<file path="src/core/apg_defs.vh">
`ifndef APG_DEFS_VH
`define APG_DEFS_VH

// Register addresses
`define APG_ADDR_MOD 5'h08
`define APG_ADDR_PHASE 5'h0a
`define APG_ADDR_GAIN 5'h0b

// Reset values
`define APG_MOD_RESET 24'h003333
`define APG_PHASE_RESET 24'h000000
`define APG_GAIN_RESET 24'h000000
`define APG_GAIN_SHIFT_RESET 24'h041041

// Field positions
`define APG_MOD_IMPL_MSB 15
`define APG_PHASE_HI_LSB 12
`define APG_GAIN_IMPL_MSB 11

// Gain codes
`define APG_GAIN_CODE_MAX 3'h5

// Restart pulse length in modulator clock periods
`define APG_RESTART_PERIODS 4'h2

`endif

</file>
<file path="src/core/apg_delay_line.v">
`timescale 1ns/1ps
`default_nettype none

// ----------------------------------------
// Programmable start delay for one channel
// ----------------------------------------
module apg_delay_line (
  // Clock and reset
  input wire clk,
  input wire srst,
  // Control
  input wire restart,
  input wire mod_tick,
  input wire [11:0] delay_code,
  // Status
  output reg running
);

  reg [11:0] count;

  always @(posedge clk)
  begin
    if (srst || restart)
    begin
      count <= 12'h000;
      running <= 1'b0;
    end
    // Start once the count is reached, so code zero adds no lag
    else if (!running)
    begin
      if (count == delay_code)
        running <= 1'b1;
      else if (mod_tick)
        count <= count + 12'h001;
    end
  end

endmodule

`default_nettype wire

</file>
<file path="src/core/apg_regs.v">
`timescale 1ns/1ps
`default_nettype none
`include "apg_defs.vh"

// Summary of operation
// - Modulator register bits 23-16 read zero
// - Four comparator bits per channel, ch0 lowest
// - Modulator register refreshed every modulator period
// - Any phase write restarts active converters
// - High code delays ch2 behind ch3
// - Low code delays ch0 behind ch1
// - Gain register bits 23-12 read zero
// - Three-bit gain code per channel
// - Codes 6 and 7 give gain one
module apg_regs (
  // Clock and reset
  input wire clk,
  input wire srst,
  // Register access from serial port
  input wire [4:0] reg_addr,
  input wire reg_wr,
  input wire [23:0] reg_wdata,
  output reg [23:0] reg_rdata,
  // Modulator side
  input wire modulator_clock,
  input wire [3:0] comparator_bits_ch0,
  input wire [3:0] comparator_bits_ch1,
  input wire [3:0] comparator_bits_ch2,
  input wire [3:0] comparator_bits_ch3,
  input wire [3:0] channel_enable,
  // Converter control
  output reg [3:0] channel_reset,
  output reg [3:0] channel_run,
  output reg [23:0] gain_shift,
  output reg [11:0] channel_gain_code
);

  reg [15:0] mod_bits;
  reg [11:0] delay_code_pair_hi;
  reg [11:0] delay_code_pair_lo;
  reg [2:0] mclk_sync;
  reg mclk_prev;
  reg restart;
  reg [3:0] restart_periods;
  wire mod_tick;
  wire run_ref;
  wire run_ch0;
  wire run_ch2;
  integer i;

  // Full-width reset words, sliced to the implemented fields
  localparam [23:0] mod_reset_word = `APG_MOD_RESET;
  localparam [23:0] phase_reset_word = `APG_PHASE_RESET;
  localparam [23:0] gain_reset_word = `APG_GAIN_RESET;

  // ----------------------------------------
  // Gain decode
  // ----------------------------------------
  // gain code to shift
  function [5:0] gain_onehot;
    input [2:0] code;
    begin
      if (code > `APG_GAIN_CODE_MAX)
        gain_onehot = 6'h01;
      else
        gain_onehot = 6'h01 << code;
    end
  endfunction

  // ----------------------------------------
  // Write decode
  // ----------------------------------------
  function write_hit;
    input wr;
    input [4:0] addr;
    input [4:0] target;
    begin
      write_hit = wr && (addr == target);
    end
  endfunction

  // ----------------------------------------
  // Modulator clock edge detect
  // ----------------------------------------
  // Edge taken once stages two and three agree
  always @(posedge clk)
  begin
    if (srst)
    begin
      mclk_sync <= 3'h0;
      mclk_prev <= 1'b0;
    end
    else
    begin
      mclk_sync <= {mclk_sync[1:0], modulator_clock};
      if (mclk_sync[2] == mclk_sync[1])
        mclk_prev <= mclk_sync[2];
    end
  end

  assign mod_tick = (mclk_sync[2] == mclk_sync[1]) && mclk_sync[2] && !mclk_prev;

  // ----------------------------------------
  // Register writes and refresh
  // ----------------------------------------
  always @(posedge clk)
  begin
    if (srst)
    begin
      mod_bits <= mod_reset_word[15:0];
      delay_code_pair_hi <= phase_reset_word[23:12];
      delay_code_pair_lo <= phase_reset_word[11:0];
      channel_gain_code <= gain_reset_word[11:0];
    end
    else
    begin
      if (mod_tick)
        mod_bits <= {comparator_bits_ch3, comparator_bits_ch2,
                     comparator_bits_ch1, comparator_bits_ch0};
      else if (write_hit(reg_wr, reg_addr, `APG_ADDR_MOD))
        mod_bits <= reg_wdata[`APG_MOD_IMPL_MSB:0];
      if (write_hit(reg_wr, reg_addr, `APG_ADDR_PHASE))
      begin
        delay_code_pair_hi <= reg_wdata[23:`APG_PHASE_HI_LSB];
        delay_code_pair_lo <= reg_wdata[11:0];
      end
      if (write_hit(reg_wr, reg_addr, `APG_ADDR_GAIN))
        channel_gain_code <= reg_wdata[`APG_GAIN_IMPL_MSB:0];
    end
  end

  // ----------------------------------------
  // Restart sequence
  // ----------------------------------------
  always @(posedge clk)
  begin
    if (srst)
    begin
      restart <= 1'b0;
      restart_periods <= 4'h0;
    end
    else if (write_hit(reg_wr, reg_addr, `APG_ADDR_PHASE))
    begin
      restart <= 1'b1;
      restart_periods <= 4'h0;
    end
    else if (restart && mod_tick)
    begin
      if (restart_periods == `APG_RESTART_PERIODS - 4'h1)
        restart <= 1'b0;
      restart_periods <= restart_periods + 4'h1;
    end
  end

  // ----------------------------------------
  // Channel start delays
  // ----------------------------------------
  // Zero-code line for the references, so both sides see equal latency
  apg_delay_line u_delay_ref (
    .clk(clk),
    .srst(srst),
    .restart(restart),
    .mod_tick(mod_tick),
    .delay_code(12'h000),
    .running(run_ref)
  );

  apg_delay_line u_delay_lo (
    .clk(clk),
    .srst(srst),
    .restart(restart),
    .mod_tick(mod_tick),
    .delay_code(delay_code_pair_lo),
    .running(run_ch0)
  );

  apg_delay_line u_delay_hi (
    .clk(clk),
    .srst(srst),
    .restart(restart),
    .mod_tick(mod_tick),
    .delay_code(delay_code_pair_hi),
    .running(run_ch2)
  );

  // Only enabled channels are reset and restarted
  always @(posedge clk)
  begin
    if (srst)
    begin
      channel_reset <= 4'h0;
      channel_run <= 4'h0;
    end
    else
    begin
      channel_reset <= {4{restart}} & channel_enable;
      channel_run <= {run_ref, run_ch2, run_ref, run_ch0} & channel_enable;
    end
  end

  // ----------------------------------------
  // Gain outputs
  // ----------------------------------------
  always @(posedge clk)
  begin
    if (srst)
      gain_shift <= `APG_GAIN_SHIFT_RESET;
    else
      for (i = 0; i < 4; i = i + 1)
        gain_shift[i*6 +: 6] <= gain_onehot(channel_gain_code[i*3 +: 3]);
  end

  // ----------------------------------------
  // Read back
  // ----------------------------------------
  always @(posedge clk)
  begin
    if (srst)
      reg_rdata <= 24'h000000;
    else
      case (reg_addr)
        `APG_ADDR_MOD: reg_rdata <= {8'h00, mod_bits};
        `APG_ADDR_PHASE: reg_rdata <= {delay_code_pair_hi, delay_code_pair_lo};
        `APG_ADDR_GAIN: reg_rdata <= {12'h000, channel_gain_code};
        default: reg_rdata <= 24'h000000;
      endcase
  end

endmodule

`default_nettype wire

</file>
<file path="config.mk">
export PLATFORM = sky130hd
export DESIGN_NAME = apg_regs
export DESIGN_NICKNAME = d
export VERILOG_FILES = /design/src/core/apg_delay_line.v /design/src/core/apg_regs.v
export VERILOG_INCLUDE_DIRS = /design/src /design/src/core
export SDC_FILE = /design/constraint.sdc
export NUM_CORES = 1
export LEC_CHECK = 0
export ABC_AREA = 1
export BUFFER_PORTS_ARGS = -buffer_cell sky130_fd_sc_hd__clkbuf_2
export CAP_MARGIN = 20
export CORE_ASPECT_RATIO = 0.5
export CORE_MARGIN = 1
export CORE_UTILIZATION = 56
export CTS_CLUSTER_DIAMETER = 200
export DETAILED_ROUTE_END_ITERATION = 10
export GPL_ROUTABILITY_DRIVEN = 0
export PLACE_DENSITY = 0.85
export SLEW_MARGIN = 40
export SYNTH_ARGS = -nofsm -noshare
export SYNTH_HDL_FRONTEND = slang
export SYNTH_SLANG_ARGS = --single-unit
</file>
<file path="constraint.sdc">
create_clock -name clk -period 1.8 [get_ports clk]
set_input_delay 0.09 -clock clk [delete_from_list [all_inputs] [get_ports clk]]
set_output_delay 0.09 -clock clk [all_outputs]
set_load 0.05 [all_outputs]
</file>
* Yosys cells after proc, flatten, opt, wreduce, memory -nomap -nowiden
Cells that the tools add are included.
** Storage, ports and cells
- Bits in latches :: 0
- Memories :: 0
- Register bits after elaboration :: 156
- Memory bits (writable) :: 0
- Output and inout port bits :: 68
- Memory bits (read-only) :: 0
- Word-level logic and storage cells :: 81
** Cells by class
- Shift-type cells :: 4
- Multiplexer cells :: 12
- $lt $le $gt $ge :: 4
- Multipliers :: 0
- Add/sub/neg operators :: 4
- Divide/modulo/power cells :: 0
- Bitwise operators :: 8
- Eq/ne operators :: 7
- Reduce and logical (&&, ||, !) cells :: 21
** Operators with widths (number)
- case mux 24 bit (3 select lines) :: 1
- adder 12 x 1 -> 12 bit, second input constant :: 3
- two-way mux 16 bit :: 2
- == test 12 bit :: 2
- << shifter 1 x 3 -> 6 bit, first input constant :: 4
- == test 5 x 4 -> 1 bit, second input constant :: 3
- > comparator 3 bit, second input constant :: 4
- logical NOT 12 bit :: 1
- OR reduction 2 bit :: 5
- two-way mux 1 bit :: 9
- AND reduction 3 bit :: 3
- bitwise AND 4 bit :: 2
- logical AND 1 bit :: 6
- inverter 1 bit :: 6
- nonzero test 2 bit :: 3
- adder 4 x 1 -> 4 bit, second input constant :: 1
- == test 4 x 1 -> 1 bit, second input constant :: 1
- AND reduction 2 bit :: 1
- == test 1 bit :: 1
- logical NOT 1 bit :: 1
- logical OR 1 bit :: 1

* Longest topological paths before layout
Gate-level depths: netlist (run 1).
- Word-level depth :: 6
- Mapped depth :: 11

* Hierarchy
A second synthesis (run 1) with hierarchy kept.
** Unflattened totals
- Cells, all modules :: 1116
- Area total of the unflattened synthesis :: 7479.7 um^2
** Modules (own cells, without submodules)
- apg_regs :: cells an instance 609, instances 1, seq. area each 2342.2 um^2, area an instance 4619.4 um^2
- apg_delay_line :: cells an instance 169, instances 3, seq. area each 260.2 um^2, area an instance 953.4 um^2

* Worst setup path before layout (run 1)
No wires, ideal clock.
- Path type :: flip-flop to flip-flop
- Start point :: register mclk_sync[1]
- End point :: register u_delay_lo.count[11]
- Path buffers :: 1
- Stages on the path, launching flop included :: 10
- Period minus slack after synthesis :: 1.360 ns
- Library setup time :: 0.113 ns
- Setup slack :: 0.440 ns
- Data required time :: 1.687 ns
- Arrival :: 1.248 ns
- Cells stage by stage :: dfxtp_1 > ha_1 > nand2_2 > buf_6 > nor3_1 > nand3_1 > nor2_1 > nand3_1 > nor2_1 > nor2_1
** On the way
- Cells in the longest elaborated chain, start to end :: 4
** Ends and longest elaborated chain
- from (decl) :: RTL line apg_regs.v:41 : reg [2:0] mclk_sync;
- from (signal assigned) :: RTL line apg_regs.v:95 : mclk_sync <= {mclk_sync[1:0], modulator_clock};
- == test 1 bit :: RTL line apg_regs.v:101 : assign mod_tick = (mclk_sync[2] == mclk_sync[1]) && mclk_sync[2] && !mclk_prev;
- logical AND 1 bit (2 in a row) :: RTL line apg_regs.v:101
- AND reduction 3 bit (no source line)
- to (signal assigned) :: RTL line apg_delay_line.v:34 : count <= count + 12'h001;
- to (decl) :: RTL line apg_delay_line.v:19 : reg [11:0] count;
No other way between the ends.
A chain may end at the register's enable or synchronous reset.

* Worst setup path after layout (run 1)
- Start point :: register mclk_sync[2]
- End point :: register u_delay_lo.count[10]
** On the way
- Cells in the longest elaborated chain, start to end :: 4
** Ends and longest elaborated chain (RTL line)
- == test 1 bit :: apg_regs.v:101
- logical AND 1 bit (*) (2 in a row) :: apg_regs.v:101
- AND reduction 3 bit (no source line) (*)
Every way passes the cells marked *; elsewhere a longest branch is shown, timed or not.

==> run_results.csv, run 1 <==
group,metric,value,unit
setup_path,path_common_cell,"nor2_1",
global_routing,antenna_found_initial,0,
power_and_ir_drop,power_density,901.2,mW/mm^2
setup_path,critPathKind,"reg2reg",
setup_path,reg2reg_to,"u_delay_lo.count[10]",
synth,synth_edf_count,0,
synth,ys_types,36,
clocking,root_buffer,"clkbuf_16",
timing,tns,0,ns
synth,synth_adder_area_share,0.01280,
flow_run,cap_violations,0,
synth,ys.flop_type,"dfxtp_1",
timing,drv_slew,0,
synth,synth_top_area_frac,0.4564,
place,portBuffers,120,
routing,drt_iter0_markers,695,
hold_path,hold_path_end,"channel_gain_code[0]",
setup_path,start_kind,"flop",
routing,wl_per_cell,14.56,microns
clocking,path_clk_slew,0.07,ns
clocking,cts_tree,"yes",
routing,drt_wl_total,18.36,mm
synth,synth.most_common_cell,"nand2_1",
hold_path,min_path_type,"in2reg",
place,hpwl,11.78,mm
routing,num_vias,6703,
layout,layout-drive-gt1-share,0.1834,
floorplanning,die_area,0.01269,sq mm
floorplanning,die_h,80.17,microns
setup_path,worstPathMaxFanout,14,
synth,ys_seq_elements,156,
synth,synth_warnings,0,
setup_path,cp.depth,10,
timing,finalHoldViolations,0,
synth,syn_nets,985,
setup_path,rr_worst_depth,10,
global_routing,grt_overflow_total,0,
synth,netlist_area,0.006843,sq mm
floorplanning,rows,28,
routing,postRouteAntennaNets,0,
setup_path,max_stage_delay,0.34,ns
run_status,status,"finished clean",
place,placed_cells,1193,
timing,max_freq,599.1,MHz
timing,setup-violations-final,0,
synth,yosys.area.top_type,"dfxtp_1",
layout,num-nets-final,1143,
power_and_ir_drop,leakage,3.946,nW
setup_path,crit_chain,"ha_1 -> nand2_2 -> inv_2 -> buf_12 -> nand4_1 -> nor2_1 -> nand3_1 -> nand2_1 -> inv_1 -> nor2_1",
layout,area_growth,25.32,%
timing,tightestPinTransition,0.4433,ns
setup_path,crit_required,2.17,ns
synth,synth.area.mux_share,0,
setup_path,arrival,2.04,ns
clocking,cts.sinks,156,
clocking,cts_buffer_depth,2,
hold_path,min_from,"reg_wdata[0]",
floorplanning,core,0.01188,sq mm
clocking,clock_latency,0.43,ns
setup_path,crit_family,"simple AND/OR/NAND/NOR gates",
setup_path,crit_buf_inv,3,
synth,synth_compound_area_frac,0.1223,
timing,fin_skew,0.01189,ns
floorplanning,start_util,0.5762,
layout,layout.cells.non_filler,1261,
global_routing,grt_max_degree,42,
clocking,htree_levels,4,
setup_path,regToRegStartpoint,"mclk_sync[2]",
synth,synthTopCellsByCount,"178 x nand2_1, 157 x inv_1, 156 x dfxtp_1",
timing,fin_crit,1.669,ns
synth,synthSimpleGateAreaFrac,0.2615,
synth,seq_area_frac_synth,0.4564,
timing,rsz0062_at_grt,"no",
clocking,cts_setup_buffers,0,
clocking,cts_buffers,17,
synth,synthArstFlopShare,0,
timing,relSlewSlack,0.7045,
synth,netlist_instances,925,
floorplanning,io_pins,121,
synth,synth_top_family_by_area,"simple AND/OR/NAND/NOR gates",
setup_path,reg2reg_slack,0.13,ns
synth,ys_top_cells_by_area,"dfxtp_1 46%, nand2_1 9.8%, inv_1 8.6%",
floorplanning,die_x,158.3,microns
global_routing,grt_first_pass_wirelength,29.83,mm
global_routing,grt_pass1_vias,6368,
layout,n_antenna_cell,0,
timing,timing.final.crit_share,0.9272,
power_and_ir_drop,vdd_drop_max,0.6266,mV
hold_path,holdPathStages,3,
clocking,cts_hold_buffers,36,
synth,avgSynthCellArea,7.398,sq um
clocking,cts_resized,0,
global_routing,grt_usage,0.3014,
setup_path,cp-end-kind,"flop",
setup_path,slowest_stage,"dfxtp_1",
routing,dr.pass1.iters,6,
synth,synth_xor_area_frac,0.02560,
routing,viasPerCell,5.316,
routing,drc_errors,0,
==> final cells by class <==
cell class,count,area (sq um)
inverters,169,634.4
multi-input cells,566,2889
well taps,165,206.4
clock buffers,18,429.2
fillers,828,3301
flip-flops and latches,156,3123
clock inverters,14,180.2
repair buffers,173,1114
==> per-layer routing <==
layer | vias to the layer above | global-route usage | wire length [microns]
li1 | 3287 | - | -
met1 | 3050 | 0.3651 | 7880
met2 | 317 | 0.5184 | 8654
met3 | 49 | 0.06314 | 1324
met4 | 0 | 0.1346 | 500
met5 | - | 0 | 0
==> placed cells by master, fill, tap and decap left out, drive strengths merged, types with 19 or more instances in the layout <==
| cell type | n |
|---|---|
| nand2 | 185 |
| a21oi | 51 |
| o22ai | 25 |
| clkbuf | 138 |
| nand4 | 19 |
| nor2 | 84 |
| dfxtp | 156 |
| dlygate4sd3 | 36 |
| inv | 173 |
| nand3 | 57 |
| o21ai | 53 |
| nor4 | 19 |
| nor3 | 22 |
==> worst reg2reg max path, cell delays in order, from the launching register on <==
cell,delay (ns)
dfxtp_1,0.34
ha_1,0.20
nand2_2,0.12
inv_2,0.23
buf_12,0.18
nand4_1,0.10
nor2_1,0.14
nand3_1,0.10
nand2_1,0.08
inv_1,0.05
nor2_1,0.08
==> state kept, by name (all words and copies together) (netlist names), 3 cells and up <==
register and cells:
mod_bits 16, delay_code_pair_hi 12, u_delay_ref.count 12, restart_periods 4, channel_run 4, u_delay_hi.count 12, channel_reset 4, channel_gain_code 12
reg_rdata 24, mclk_sync 3, u_delay_lo.count 12, gain_shift 24, delay_code_pair_lo 12
==> worst max-delay path by stage <==
stage,startpoint,end
2_1_floorplan,mclk_sync[1],u_delay_lo.count[11]
3_3_place_gp,mclk_sync[1],u_delay_lo.count[6]
3_5_place_dp,mclk_sync[2],u_delay_lo.count[10]
4_1_cts,mclk_sync[2],u_delay_lo.count[10]
5_1_grt,u_delay_ref.count[0],u_delay_ref.count[1]
6_report,mclk_sync[2],u_delay_lo.count[10]
==> cells by family after synthesis <==
| kind of cell | Yosys count |
|---|---|
| xor+xnor | 20 |
| buf+inv | 203 |
| compound gates | 150 |
| simple gates | 389 |
| fa+ha+maj | 7 |
| flops | 156 |
==> where the power goes <==
| part | switching [mW] | internal, mW | total, mW |
|---|---|---|---|
| Clock | 1.54 | 2.21 | 3.75 |
| Combinational | 0.297 | 0.176 | 0.473 |
| Sequential | 0.0171 | 3.48 | 3.50 |
==> metrics by stage <==
step                      hold WS [ns]  area, sq um  total power, mW  setup WS [ns]  utilization
after floorplan                 0.1970         6843            3.827         0.4396            -
after global placement          0.3107         7606            3.961         0.2671       0.6404
after detailed placement        0.3162         7606            3.971         0.2207       0.6404
after CTS                     0.003259         8576            7.695         0.1674       0.7221
after global routing          0.006449         8576            7.927        0.01460       0.7221
final                         0.006869         8576            7.729         0.1310       0.7221
No activity file was read; power rests on OpenSTA's default activity.
==> run 2: changes to the inputs <==
Settings changed: PLACE_DENSITY 0.85 to 0.89.
==> run 2 against run 1 <==
  * The flow now finishes with violations (negative setup slack)
  * First-iteration DRC count grew 34%
  * Clock-buffer cell count shrank 1
  * Final area grew 0.54%
  * Clock skew shrank 0.0019 ns
  * Critical path depth is the same
  * Sequential power is essentially flat
  * Routed wire length grew 13%
  * Sequential cell count is the same
  * Largest power group unchanged
==> run_results.csv, run 2 (synthesized netlist as in run 1, its figures left out) <==
group,metric,value,unit
routing,postRouteAntennaNets,0,
flow_run,cap_violations,0,
setup_path,slowest_stage,"dfxtp_1",
global_routing,grt_first_pass_wirelength,32.30,mm
layout,postLayoutCellArea,0.008622,sq mm
floorplanning,rows,28,
place,hpwl,11.93,mm
layout,largestRegisters,"gain_shift: 24 flops, reg_rdata: 24 flops, mod_bits: 16 flops",
clocking,path_clk_slew,0.07,ns
routing,drt_iter0_markers,931,
power_and_ir_drop,total_power,7.994,mW
timing,tightestPinTransition,0.6779,ns
run_status,violations,"negative setup slack",
hold_path,min_path_type,"in2reg",
routing,num_vias,7156,
layout,final_cell_mix,"178 x nand2_1, 157 x inv_1, 156 x dfxtp_1",
power_and_ir_drop,power_density,927.2,mW/mm^2
global_routing,grt_max_degree,25,
routing,drc_errors,0,
setup_path,regToRegStartpoint,"mclk_sync[1]",
layout,area_growth,26.00,%
clocking,cts.sinks,156,
setup_path,crit_path_end,"u_delay_lo.count[11]",
clocking,root_buffer,"clkbuf_16",
floorplanning,die_h,80.17,microns
timing,fin_crit,1.802,ns
power_and_ir_drop,leakage,3.958,nW
run_status,status,"complete, but fails checks",
clocking,cts_buffers,17,
setup_path,worstPathMaxFanout,8,
routing,drt_wl_total,20.68,mm
floorplanning,io_pins,121,
setup_path,critPathKind,"reg2reg",
setup_path,crit_chain,"ha_1 -> nand2_4 -> buf_4 -> nor3_2 -> nand3_1 -> nor2_1 -> nand3_1 -> nand2_1 -> nand2_1 -> nor2_1",
timing,finalWorstSetupSlack,-0.001587,ns
setup_path,rr_worst_depth,10,
setup_path,arrival,2.17,ns
timing,finalHoldViolations,0,
global_routing,grt_usage,0.3282,
floorplanning,core,0.01188,sq mm
setup_path,worstSetupStartpoint,"mclk_sync[1]",
power_and_ir_drop,vdd_drop_max,0.7201,mV
setup_path,cp-end-kind,"flop",
timing,relSlewSlack,0.5476,
routing,viasPerCell,5.684,
clocking,htree_levels,4,
setup_path,max_stage_delay,0.35,ns
routing,wl_per_cell,16.42,microns
place,dpl_worst_slack,0.1946,ns
timing,tns,-0.001587,ns
global_routing,grt_overflow_total,0,
global_routing,grt_pass1_vias,6766,
setup_path,crit_required,2.17,ns
layout,num-nets-final,1141,
timing,drv_slew,0,
setup_path,start_kind,"flop",
setup_path,reg2reg_to,"u_delay_lo.count[11]",
layout,n_antenna_cell,0,
timing,timing.final.crit_share,1.001,
place,portBuffers,120,
global_routing,antenna_found_initial,0,
timing,fin_skew,0.01000,ns
layout,final_common_cell,"nand2_1",
routing,dr.pass1.iters,8,
place,placed_area,0.007571,sq mm
setup_path,reg2reg_slack,-0.002,ns
floorplanning,die_x,158.3,microns
floorplanning,start_util,0.5762,
floorplanning,die_area,0.01269,sq mm
timing,setup-violations-final,1,
timing,max_freq,555.1,MHz
clocking,clock_latency,0.44,ns
clocking,cts_tree,"yes",
clocking,cts_buffer_depth,2,
layout,layout-drive-gt1-share,0.1856,
-- run 2: cell types whose count changed in the layout (fill, tap and decap cells not counted), sizes merged --
cell / previous run / this run
dlygate4sd3: 36 / 37
inv: 173 / 174
clkbuf: 138 / 137
bufinv: 3 / 4
buf: 17 / 14
clkinvlp: 2 / 1
-- run 2: per-layer routing --
metal	global-route usage	vias up	wire, microns
met5	0	-	0
met4	0.2212	0	1409
met3	0.08149	160	2135
met2	0.5452	516	9200
met1	0.3780	3193	7933
li1	-	3287	-
-- run 2: worst min-delay path by stage --
| stage | startpoint | to | slack, ns | cells after the start |
|---|---|---|---|---|
| final | comparator_bits_ch1[0] | mod_bits[4] | 0.05 | 3 |
| after global routing | comparator_bits_ch3[0] | mod_bits[12] | 0.05 | 3 |
| after CTS | comparator_bits_ch3[0] | mod_bits[12] | 0.001 | 3 |
| after detailed placement | modulator_clock | mclk_sync[0] | 0.31 | 3 |
| after global placement | modulator_clock | mclk_sync[0] | 0.30 | 3 |
| after floorplan | modulator_clock | mclk_sync[0] | 0.20 | 2 |
-- run 2: what timing repair did --
| action | 4_1_cts | 5_1_grt |
|---|---|---|
| setup endpoints to repair | 0 | 17 |
| setup buffers | 0 | 0 |
| gates resized for setup | 0 | 6 |
| hold endpoints to repair | 48 | 0 |
| hold buffers | 37 | 0 |
-- run 2: area by class of cell --
cell class / instances / area [sq um]
clock inverter: 15 / 227.7
timing repair buffer: 171 / 1089
sequential: 156 / 3123
tap: 165 / 206.4
multi-input combinational: 566 / 2910
fill: 717 / 3254
clock buffer: 17 / 425.4
inverter: 169 / 640.6
-- run 2: stage by stage --
step           hold slack [ns]  std cells  utilization
6_report               0.04965       1259       0.7260
5_1_grt                0.05467       1259       0.7260
4_1_cts               0.001083       1259       0.7237
3_5_place_dp            0.3052       1190       0.6375
3_3_place_gp            0.3030       1190       0.6375
2_1_floorplan           0.1970        925            -
-- run 2: power by group --
| part | leakage (nW) | total (mW) | switching (mW) | internal, mW |
|---|---|---|---|---|
| logic | 2.38 | 0.477 | 0.306 | 0.170 |
| clock network | 0.322 | 4.02 | 1.63 | 2.38 |
| registers | 1.26 | 3.50 | 0.0186 | 3.48 |
| total | 3.96 | 7.99 | 1.96 | 6.04 |
-- run 2: critical path, delay by kind of cell, from the launching register on --
kind | cells | cell delay, ns
adder cells (fa/ha/maj) | 1 | 0.30
flip-flops | 1 | 0.35
buffers and inverters | 1 | 0.20
AND/OR/NAND/NOR | 8 | 0.89
